**config.mk**
```make
export PLATFORM = sky130hd
export DESIGN_NAME = i2c_gpio_expander_24bit
export DESIGN_NICKNAME = d
export VERILOG_FILES = /design/src/gpio_exp_pkg.sv /design/src/i2c_link_if.sv /design/src/i2c_byte_slave.sv /design/src/i2c_gpio_expander_24bit.sv
export SDC_FILE = /design/constraint.sdc
export NUM_CORES = 1
export LEC_CHECK = 0
export ABC_AREA = 1
export BUFFER_PORTS_ARGS = -buffer_cell sky130_fd_sc_hd__buf_2
export CELL_PAD_IN_SITES_DETAIL_PLACEMENT = 0
export CELL_PAD_IN_SITES_GLOBAL_PLACEMENT = 1
export CORE_MARGIN = 4
export CORE_UTILIZATION = 42
export CTS_BUF_LIST = sky130_fd_sc_hd__clkbuf_16
export DETAILED_ROUTE_END_ITERATION = 10
export GPL_ROUTABILITY_DRIVEN = 1
export PLACE_DENSITY = 0.83
export SETUP_SLACK_MARGIN = 0.5
export SYNTH_ARGS = -nofsm -noshare
export SYNTH_HDL_FRONTEND = slang
export SYNTH_SLANG_ARGS = --single-unit
export TNS_END_PERCENT = 5
```
**constraint.sdc**
```tcl
create_clock -name pclk -period 2.3 [get_ports pclk]
set_input_delay 0.115 -clock pclk [delete_from_list [all_inputs] [get_ports pclk]]
set_output_delay 0.115 -clock pclk [all_outputs]
set_load 0.05 [all_outputs]
```
**src/gpio_exp_pkg.sv**
```systemverilog
/*
  Constants and state encodings for the 24-pin two-wire I/O expander.
  Assumes a single pclk domain; pins, strap and the two-wire lines arrive asynchronously.
// Notes on behaviour
// - three 8-bit registers per function, 24 pins
// - pins start as inputs, drivers off
// - direction bits steer each pin's direction
// - input holds pin levels, output holds drive values
// - polarity bit set inverts the input value
// - every register reads back its contents
// - power-on reset restores defaults, bus idle
// - reset pin low does the same reinit
// - alert asserted when input differs from held state
// - strap pin sets one slave address bit
// - push-pull pins, drive only when output
// - bus slave works up to fast-mode rate
// - output pins follow output register, inputs float
// - acknowledge own address by pulling data low
*/
package gpio_exp_pkg;
  localparam int NBYTE = 3;
  localparam int NPIN = 8 * NBYTE;
  // fixed upper six bits of the slave address
  localparam logic [5:0] DEV_ADDR_HI = 6'h11;
  // command byte: auto-increment flag, function group, byte index
  localparam int CMD_AI = 7;
  localparam logic [1:0] GRP_IN = 2'h0;
  localparam logic [1:0] GRP_OUT = 2'h1;
  localparam logic [1:0] GRP_POL = 2'h2;
  localparam logic [1:0] GRP_CFG = 2'h3;
  localparam logic [1:0] LAST_BYTE = 2'h2;
  // apb byte offsets
  localparam logic [7:0] A_IN = 8'h00;
  localparam logic [7:0] A_OUT = 8'h04;
  localparam logic [7:0] A_POL = 8'h08;
  localparam logic [7:0] A_CFG = 8'h0C;
  localparam logic [7:0] A_STS = 8'h10;
  localparam logic [7:0] A_MASK = 8'h14;
  localparam logic [7:0] A_FLAGS = 8'h18;
  // interrupt status bits
  localparam int IRQ_CHG = 0;
  localparam int IRQ_WR = 1;
  // values after reset
  localparam logic [23:0] OUT_RST = 24'hFFFFFF;
  localparam logic [23:0] POL_RST = 24'h000000;
  localparam logic [23:0] CFG_RST = 24'hFFFFFF;
  localparam logic [1:0] MASK_RST = 2'h0;
  localparam logic [1:0] BOOT_DONE = 2'h3;
  // fast-mode limit and the pclk cycles in its shortest half period
  localparam int PCLK_HZ = 25000000;
  localparam int SCL_MAX_HZ = 400000;
  localparam int SCL_HALF_CYC = PCLK_HZ / (2 * SCL_MAX_HZ);
  typedef enum logic [6:0] {
    ST_IDLE = 7'b0000001,
    ST_ADDR = 7'b0000010,
    ST_ACK_A = 7'b0000100,
    ST_WRITE = 7'b0001000,
    ST_ACK_W = 7'b0010000,
    ST_READ = 7'b0100000,
    ST_ACK_R = 7'b1000000
  } bus_state_t;
endpackage

```
**src/i2c_link_if.sv**
```systemverilog
/*
  Byte-level link between the two-wire slave front end and the register block.
  Assumes both ends run on pclk; strobes are one-cycle pulses.
*/
`timescale 1ns/10ps
interface i2c_link_if;
  logic clear;
  logic addr_low;
  logic wr_stb;
  logic first;
  logic rd_take;
  logic busy;
  logic [7:0] wr_byte;
  logic [7:0] rd_byte;
  modport phy (input clear, addr_low, rd_byte,
    output wr_stb, first, rd_take, busy, wr_byte);
  modport regs (output clear, addr_low, rd_byte,
    input wr_stb, first, rd_take, busy, wr_byte);
endinterface

```
**src/i2c_byte_slave.sv**
```systemverilog
/*
  Two-wire slave front end: start/stop detection, address match, byte shifting, acks.
  Assumes scl and sda are asynchronous and the master never stretches or exceeds fast mode.
*/
`timescale 1ns/10ps
module i2c_byte_slave
  import gpio_exp_pkg::*;
(
  input wire logic pclk,
  input wire logic presetn,
  input wire logic ce,
  input wire logic scl_in,
  input wire logic sda_in,
  output logic sda_out,
  output logic sda_oe,
  i2c_link_if.phy lnk
);
  typedef struct packed {
    bus_state_t st;
    logic [7:0] sh;
    logic [3:0] cnt;
    logic rw;
    logic drv;
    logic first;
    logic scl1, scl2, scl3;
    logic sda1, sda2, sda3;
  } phy_t;
  phy_t r, n;
  logic rise, fall, start, stop, match, load;

  // three-stage sampling leaves ample margin in a fast-mode half period
  assign rise = r.scl2 & ~r.scl3;
  assign fall = ~r.scl2 & r.scl3;
  assign start = r.scl2 & r.scl3 & r.sda3 & ~r.sda2;
  assign stop = r.scl2 & r.scl3 & ~r.sda3 & r.sda2;
  // strap supplies the low address bit
  assign match = (r.sh[7:1] == {DEV_ADDR_HI, lnk.addr_low});
  assign load = fall & ((r.st == ST_ACK_A && r.rw) || r.st == ST_ACK_R);
  assign lnk.wr_stb = (r.st == ST_WRITE) & fall & (r.cnt == 4'd8);
  assign lnk.wr_byte = r.sh;
  assign lnk.first = r.first;
  assign lnk.rd_take = load;
  assign lnk.busy = (r.st != ST_IDLE);
  assign sda_out = 1'b0;
  assign sda_oe = r.drv;

  always_comb begin
    n = r;
    n.scl1 = scl_in;
    n.scl2 = r.scl1;
    n.scl3 = r.scl2;
    n.sda1 = sda_in;
    n.sda2 = r.sda1;
    n.sda3 = r.sda2;
    if (lnk.clear || stop) begin
      n.st = ST_IDLE;
      n.drv = 1'b0;
    end else if (start) begin
      n.st = ST_ADDR;
      n.cnt = 4'd0;
      n.drv = 1'b0;
    end else if (load) begin
      n.sh = lnk.rd_byte;
      n.drv = ~lnk.rd_byte[7];
      n.cnt = 4'd0;
      n.st = ST_READ;
    end else begin
      case (r.st)
        ST_IDLE: begin
        end
        ST_ADDR, ST_WRITE: begin
          if (rise) begin
            n.sh = {r.sh[6:0], r.sda2};
            n.cnt = r.cnt + 4'd1;
          end else if (fall && r.cnt == 4'd8) begin
            n.cnt = 4'd0;
            if (r.st == ST_WRITE) begin
              n.drv = 1'b1;
              n.st = ST_ACK_W;
            end else if (match) begin
              n.drv = 1'b1;
              n.rw = r.sh[0];
              n.first = 1'b1;
              n.st = ST_ACK_A;
            end else begin
              n.st = ST_IDLE;
            end
          end
        end
        ST_ACK_A: begin
          if (fall) begin
            n.drv = 1'b0;
            n.st = ST_WRITE;
          end
        end
        ST_ACK_W: begin
          if (fall) begin
            n.drv = 1'b0;
            n.first = 1'b0;
            n.st = ST_WRITE;
          end
        end
        ST_READ: begin
          if (rise) begin
            n.cnt = r.cnt + 4'd1;
          end else if (fall && r.cnt == 4'd8) begin
            n.drv = 1'b0;
            n.st = ST_ACK_R;
          end else if (fall) begin
            n.drv = ~r.sh[6];
            n.sh = {r.sh[6:0], 1'b0};
          end
        end
        ST_ACK_R: begin
          // a not-acknowledge ends the read; wait for stop
          if (rise && r.sda2) begin
            n.st = ST_IDLE;
          end
        end
        default: begin
          n.st = ST_IDLE;
        end
      endcase
    end
  end

  always_ff @(posedge pclk or negedge presetn) begin
    if (!presetn) begin
      r <= '0;
      r.st <= ST_IDLE;
      r.scl1 <= 1'b1;
      r.scl2 <= 1'b1;
      r.scl3 <= 1'b1;
      r.sda1 <= 1'b1;
      r.sda2 <= 1'b1;
      r.sda3 <= 1'b1;
    end else if (ce) begin
      r <= n;
    end
  end
endmodule

```
**src/i2c_gpio_expander_24bit.sv**
```systemverilog
/*
  Top of the 24-pin expander: pin registers, change alert, apb slave, interrupt logic,
  and the two-wire slave front end.
  Assumes pins, strap, reset pin and two-wire lines are asynchronous to pclk;
  apb master follows the usual setup/access sequence.
*/
`timescale 1ns/10ps
module i2c_gpio_expander_24bit
  import gpio_exp_pkg::*;
(
  input wire logic pclk,
  input wire logic presetn,
  input wire logic ce,
  input wire logic psel,
  input wire logic penable,
  input wire logic pwrite,
  input wire logic [7:0] paddr,
  input wire logic [31:0] pwdata,
  output logic [31:0] prdata,
  output logic pready,
  output logic pslverr,
  output logic irq,
  input wire logic rst_pin_n,
  input wire logic addr_strap,
  input wire logic scl_in,
  input wire logic sda_in,
  output logic sda_out,
  output logic sda_oe,
  input wire logic [23:0] pin_in,
  output logic [23:0] pin_out,
  output logic [23:0] pin_oe,
  output logic alert_out,
  output logic alert_oe
);
  typedef struct packed {
    logic [23:0] pin_s1;
    logic [23:0] pin_s2;
    logic rst_s1;
    logic rst_s2;
    logic strap_s1;
    logic strap_s2;
    logic [23:0] outp;
    logic [23:0] pol;
    logic [23:0] cfg;
    logic [23:0] snap;
    logic [1:0] boot;
    logic [7:0] cmd;
    logic [1:0] sts;
    logic [1:0] mask;
    logic alert_q;
    logic [31:0] rdata;
    logic err;
  } regs_t;
  regs_t r, n;
  logic [23:0] live;
  logic [23:0] grp_word;
  logic [1:0] ev;
  logic [1:0] clr;
  logic apb_setup;
  logic apb_wr;
  i2c_link_if lnk ();

  // ---------------------------------------------------------------
  // two-wire front end
  // ---------------------------------------------------------------
  i2c_byte_slave u_phy (
    .pclk(pclk),
    .presetn(presetn),
    .ce(ce),
    .scl_in(scl_in),
    .sda_in(sda_in),
    .sda_out(sda_out),
    .sda_oe(sda_oe),
    .lnk(lnk.phy)
  );

  // reset pin also returns the bus logic to idle
  assign lnk.clear = ~r.rst_s2;
  // strap is taken live; it must not move inside a frame
  assign lnk.addr_low = r.strap_s2;

  // ---------------------------------------------------------------
  // pin side
  // ---------------------------------------------------------------
  // polarity inversion on the input value
  assign live = r.pin_s2 ^ r.pol;
  // push-pull drive only on output pins
  assign pin_oe = ~r.cfg;
  assign pin_out = r.outp;
  // open drain: never drives high
  assign alert_out = 1'b0;
  assign alert_oe = r.alert_q;
  assign irq = |(r.sts & r.mask);
  assign pready = 1'b1;
  assign prdata = r.rdata;
  assign pslverr = r.err;
  assign apb_setup = psel & ~penable;
  assign apb_wr = psel & penable & pwrite;

  // ---------------------------------------------------------------
  // read byte for the two-wire side
  // ---------------------------------------------------------------
  // every group reads back
  always_comb begin
    case (r.cmd[3:2])
      GRP_IN: grp_word = live;
      GRP_OUT: grp_word = r.outp;
      GRP_POL: grp_word = r.pol;
      GRP_CFG: grp_word = r.cfg;
      default: grp_word = 24'h000000;
    endcase
    if (r.cmd[1:0] > LAST_BYTE) begin
      lnk.rd_byte = 8'h00;
    end else begin
      lnk.rd_byte = grp_word[{r.cmd[1:0], 3'b000} +: 8];
    end
  end

  // ---------------------------------------------------------------
  // next state
  // ---------------------------------------------------------------
  always_comb begin
    n = r;
    clr = 2'h0;
    n.pin_s1 = pin_in;
    n.pin_s2 = r.pin_s1;
    n.rst_s1 = rst_pin_n;
    n.rst_s2 = r.rst_s1;
    n.strap_s1 = addr_strap;
    n.strap_s2 = r.strap_s1;

    // alert while any input differs from its held state
    n.alert_q = (r.boot == BOOT_DONE) & (|((live ^ r.snap) & r.cfg));
    ev = 2'h0;
    ev[IRQ_CHG] = n.alert_q & ~r.alert_q;
    ev[IRQ_WR] = lnk.wr_stb & ~lnk.first;

    // hold state tracks the pins until the synchronisers have filled
    if (r.boot != BOOT_DONE) begin
      n.boot = r.boot + 2'd1;
      n.snap = live;
    end

    if (lnk.wr_stb && lnk.first) begin
      n.cmd = lnk.wr_byte;
    end else if (lnk.wr_stb || lnk.rd_take) begin
      for (int i = 0; i < NBYTE; i++) begin
        if (r.cmd[1:0] == 2'(i)) begin
          if (lnk.wr_stb) begin
            // output, polarity and direction bytes written from the bus
            case (r.cmd[3:2])
              GRP_OUT: n.outp[8*i +: 8] = lnk.wr_byte;
              GRP_POL: n.pol[8*i +: 8] = lnk.wr_byte;
              GRP_CFG: n.cfg[8*i +: 8] = lnk.wr_byte;
              default: n.outp[8*i +: 8] = r.outp[8*i +: 8];
            endcase
          end
          // reading input bytes refreshes held state
          if (lnk.rd_take && r.cmd[3:2] == GRP_IN) begin
            n.snap[8*i +: 8] = live[8*i +: 8];
          end
        end
      end
      if (r.cmd[CMD_AI]) begin
        n.cmd[1:0] = (r.cmd[1:0] >= LAST_BYTE) ? 2'd0 : r.cmd[1:0] + 2'd1;
      end
    end

    // apb read data is latched in the setup cycle, so access is zero-wait
    if (apb_setup) begin
      n.rdata = 32'h00000000;
      n.err = 1'b0;
      case (paddr)
        A_IN: begin
          n.rdata[23:0] = live;
          if (!pwrite) begin
            n.snap = live;
          end
        end
        A_OUT: n.rdata[23:0] = r.outp;
        A_POL: n.rdata[23:0] = r.pol;
        A_CFG: n.rdata[23:0] = r.cfg;
        A_STS: n.rdata[1:0] = r.sts;
        A_MASK: n.rdata[1:0] = r.mask;
        A_FLAGS: n.rdata[1:0] = {lnk.busy, r.alert_q};
        default: n.err = 1'b1;
      endcase
    end

    // apb wins over a two-wire write landing in the same cycle
    if (apb_wr) begin
      case (paddr)
        A_OUT: n.outp = pwdata[23:0];
        A_POL: n.pol = pwdata[23:0];
        A_CFG: n.cfg = pwdata[23:0];
        A_STS: clr = pwdata[1:0];
        A_MASK: n.mask = pwdata[1:0];
        default: n.mask = r.mask;
      endcase
    end

    // a new event beats a clear in the same cycle
    n.sts = (r.sts & ~clr) | ev;

    if (!r.rst_s2) begin
      n.outp = OUT_RST;
      n.pol = POL_RST;
      n.cfg = CFG_RST;
      n.mask = MASK_RST;
      n.sts = 2'h0;
      n.cmd = 8'h00;
      n.boot = 2'h0;
      n.alert_q = 1'b0;
    end
  end

  // ---------------------------------------------------------------
  // state register
  // ---------------------------------------------------------------
  // power-on defaults
  always_ff @(posedge pclk or negedge presetn) begin
    if (!presetn) begin
      r <= '0;
      r.rst_s1 <= 1'b1;
      r.rst_s2 <= 1'b1;
      r.outp <= OUT_RST;
      r.pol <= POL_RST;
      r.cfg <= CFG_RST;
      r.mask <= MASK_RST;
    end else if (ce) begin
      r <= n;
    end
  end
endmodule

```
==> flow_summary.yaml <==
synthesis:
  yosys.cell_types.count: 46
  yosys.area.top_type: "dfrtp_1"
  netlist_instances: 2125
  syn_avg_cell_area_um2: 6.638
  synth_seq_cells: 213
  synthTopCellsByArea: "dfrtp_1 (28%), nand2_1 (20%), dfstp_2 (11%)"
  syn_area_um2: 14100
  yosysMostFrequentCell: "nand2_1"
  yosysSeqAreaShare_pct: 38.30
  yosys_most_used_dff: "dfrtp_1"
  synth_top_area_share_pct: 27.68
  ys_top_cells_by_count: "nand2_1 (759), inv_1 (266), o21ai_0 (203)"
  synthArstFlopShare_pct: 100.0
  ys_warn_count: 0
  synth_enable_flop_cells: 0
global_routing:
  grt_max_degree: 75
  grt-ovfl-total: 0
  grt.total_usage_pct: 27.23
  grt_pass1_vias: 14120
  antenna_found_initial: 0
  grt_first_pass_wirelength_um: 78730
min_path:
  hp-class: "input port to flop"
route:
  wire_per_inst_um: 18.00
  vias: 14900
  drt-initial-drc-count: 1318
  firstDrtPassIters: 5
  ant_nets: 0
  drt_wl_total_um: 51100
  route.detailed.drc: 0
  via_per_inst: 5.250
floorplanning:
  die_h_um: 191.3
  row_count: 66
  start_util_pct: 42.92
  core_um2: 32870
  dieArea_um2: 36580
  fp.dieW_um: 191.3
  io_pins: 161
placed_design:
  postPlaceCellArea_um2: 15410
  placed_cells: 2677
  port_buffers: 141
  dpl.hpwl_um: 35780
  place_ws_ps: 106.5
  gp_congestion: 0.9650
final_layout:
  syn_to_final_growth_pct: 26.50
  layout.nets: 2453
  num_antenna_cells: 0
  final_util_pct: 54.29
  nFillCells: 3262
  ff_latch_area_um2: 5408
  drive_gt1_share_pct: 22.82
  final_cells: 2839
  final_area_um2: 17840
  multi_input_area_um2: 7246
cts:
  clkSinkCount: 213
  cts_made_buffers: 27
  clk_latency_ps: 560
  cts_tree: "built"
  clock_path_buffers: 3
  root_buffer: "clkbuf_16"
  htreeDepth: 1
  clk_pin_slew_worst_paths_ps: 60
power:
  vdd_ir_drop_max_mv: 0.5260
  total_power_mw: 10.28
  leakagePower_nw: 10.08
  powerDensity_nw_per_um2: 576.0
sta:
  rsz0062_at_grt: "yes"
  drv_slew: 0
  setup_ws_ps: 188.8
  timing.fmax_mhz: 473.7
  fin_crit_ps: 2111
  finalCritPeriodShare_pct: 91.79
  timing.hold.ws_ps: 43.84
  setup_tns_ps: 0
  final-hold-violation-count: 0
  slew_headroom_pct: 63.49
  clock_skew_ps: 19.72
  finalSetupViolCount: 0
  tightest_slew_ps: 547.7
worst_setup_path:
  crit_path_max_fanout: 6
  critPathMaxStageDelay_ps: 410
  worst_ep_required_time_ps: 2740
  critical_path_buf_inv_count: 4
  path_common_cell: "nand2_1"
  worst-setup-path-type: "flop to flop"
  cp-end-kind: "flop"
  start_kind: "flop"
  cp_slowest_cell: "dfrtp_1"
  path_delay_family: "simple AND/OR/NAND/NOR gates"
  cp.arrival_ps: 2550
  path_cells: "inv_1 -> ha_2 -> nand3_2 -> nor2_4 -> inv_4 -> nor2_8 -> buf_12 -> nand2_8 -> nor2_1 -> buf_4 -> nand3_1 -> nand2_1 -> nand2_1 -> nand2_1 -> nand2_1"
status:
  outcome: "finished clean"
flow_run:
  maxCapViolCount: 0
what timing repair did:
action | 4_1_cts | 5_1_grt
hold buffers | 69 | 0
gates cloned | 3 | 4
gates resized for setup | 53 | 77
pin swaps | 8 | 27
hold endpoints to repair | 242 | 0
buffers inserted | 14 | 22
endpoints found under the setup margin | 122 | 132
worst register-to-register path, stage by stage, from the launching register on:
cell and delay, ps:
dfrtp_1 410, inv_1 70, ha_2 160, nand3_2 80, nor2_4 180, inv_4 70, nor2_8 90, buf_12 170
nand2_8 80, nor2_1 110, buf_4 170, nand3_1 140, nand2_1 90, nand2_1 50, nand2_1 90, nand2_1 50
power by group:
| part | leakage, nW | switching (mW) | internal, mW | total (mW) |
|---|---|---|---|---|
| Sequential | 2.61 | 0.172 | 4.01 | 4.18 |
| Clock | 0.441 | 1.75 | 2.46 | 4.20 |
| Combinational | 7.03 | 1.26 | 0.629 | 1.89 |
logic make-up (layout without fill, tap and decap cells):
kind of cell,Yosys count,in the layout,share of synthesized area (%)
AOI/OAI and AO/OA,344,344,14.30
DFF,213,213,38.30
buffers and inverters,423,683,13.71
adders and majority gates,3,3,0.2662
xor gates and xnor gates,2,2,0.1242
other,2,11,0.05324
and+or+nand+nor,1138,1141,33.26
worst paths after layout:
path                             start     endpoint  slack, ps  depth (start not counted)
max                        u_phy.r[10]       r[112]        190                         15
min                           paddr[4]      pslverr         40                          5
max reg2reg                u_phy.r[10]       r[112]        190                         15
min reg2reg                 u_phy.n[1]   u_phy.n[1]        470                          2
max in group asynchronous      presetn  pin_out[16]       1330                          3
min in group asynchronous      presetn        r[46]        110                          2
cell usage in the layout, fill, tap and decap left out, types with 14 or more instances in the layout:
cell	instances
a21oi_1	14
a21oi_2	49
buf_2	140
buf_4	121
buf_6	14
clkbuf_16	29
dfrtp_1	151
dfstp_2	57
dlygate4sd3_1	69
inv_1	265
nand2_1	740
nand2_2	20
nand3_1	168
nor2_1	117
nor2_2	17
nor2_4	21
o21ai_0	198
o21ai_1	22
o22ai_1	38
registers in the layout (all words and copies together) (netlist names):
| register | flops |
|---|---|
| r | 108 |
| n | 26 |
| pin_out | 24 |
| prdata | 24 |
| u_phy.r | 14 |
| u_phy.lnk.wr_byte | 8 |
| u_phy.n | 4 |
| alert_oe | 1 |
| lnk.addr_low | 1 |
| pslverr | 1 |
| u_phy.lnk.first | 1 |
| u_phy.sda_oe | 1 |
routing by layer:
layer  global-route usage, %  routed length (µm)
met1                   38.31               22470
met2                   43.49               23020
met3                   4.255                3986
met4                   8.149                1629
met5                       0                   0
cell type report:
cell class | count | area share [%]
well taps | 442 | 3.100
multi-input cells | 1501 | 40.61
flip-flops and latches | 213 | 30.31
inverters | 276 | 5.877
clock buffers | 27 | 3.787
repair buffers | 357 | 15.30
clock inverters | 23 | 1.017
(Power assumes the default switching activity.)
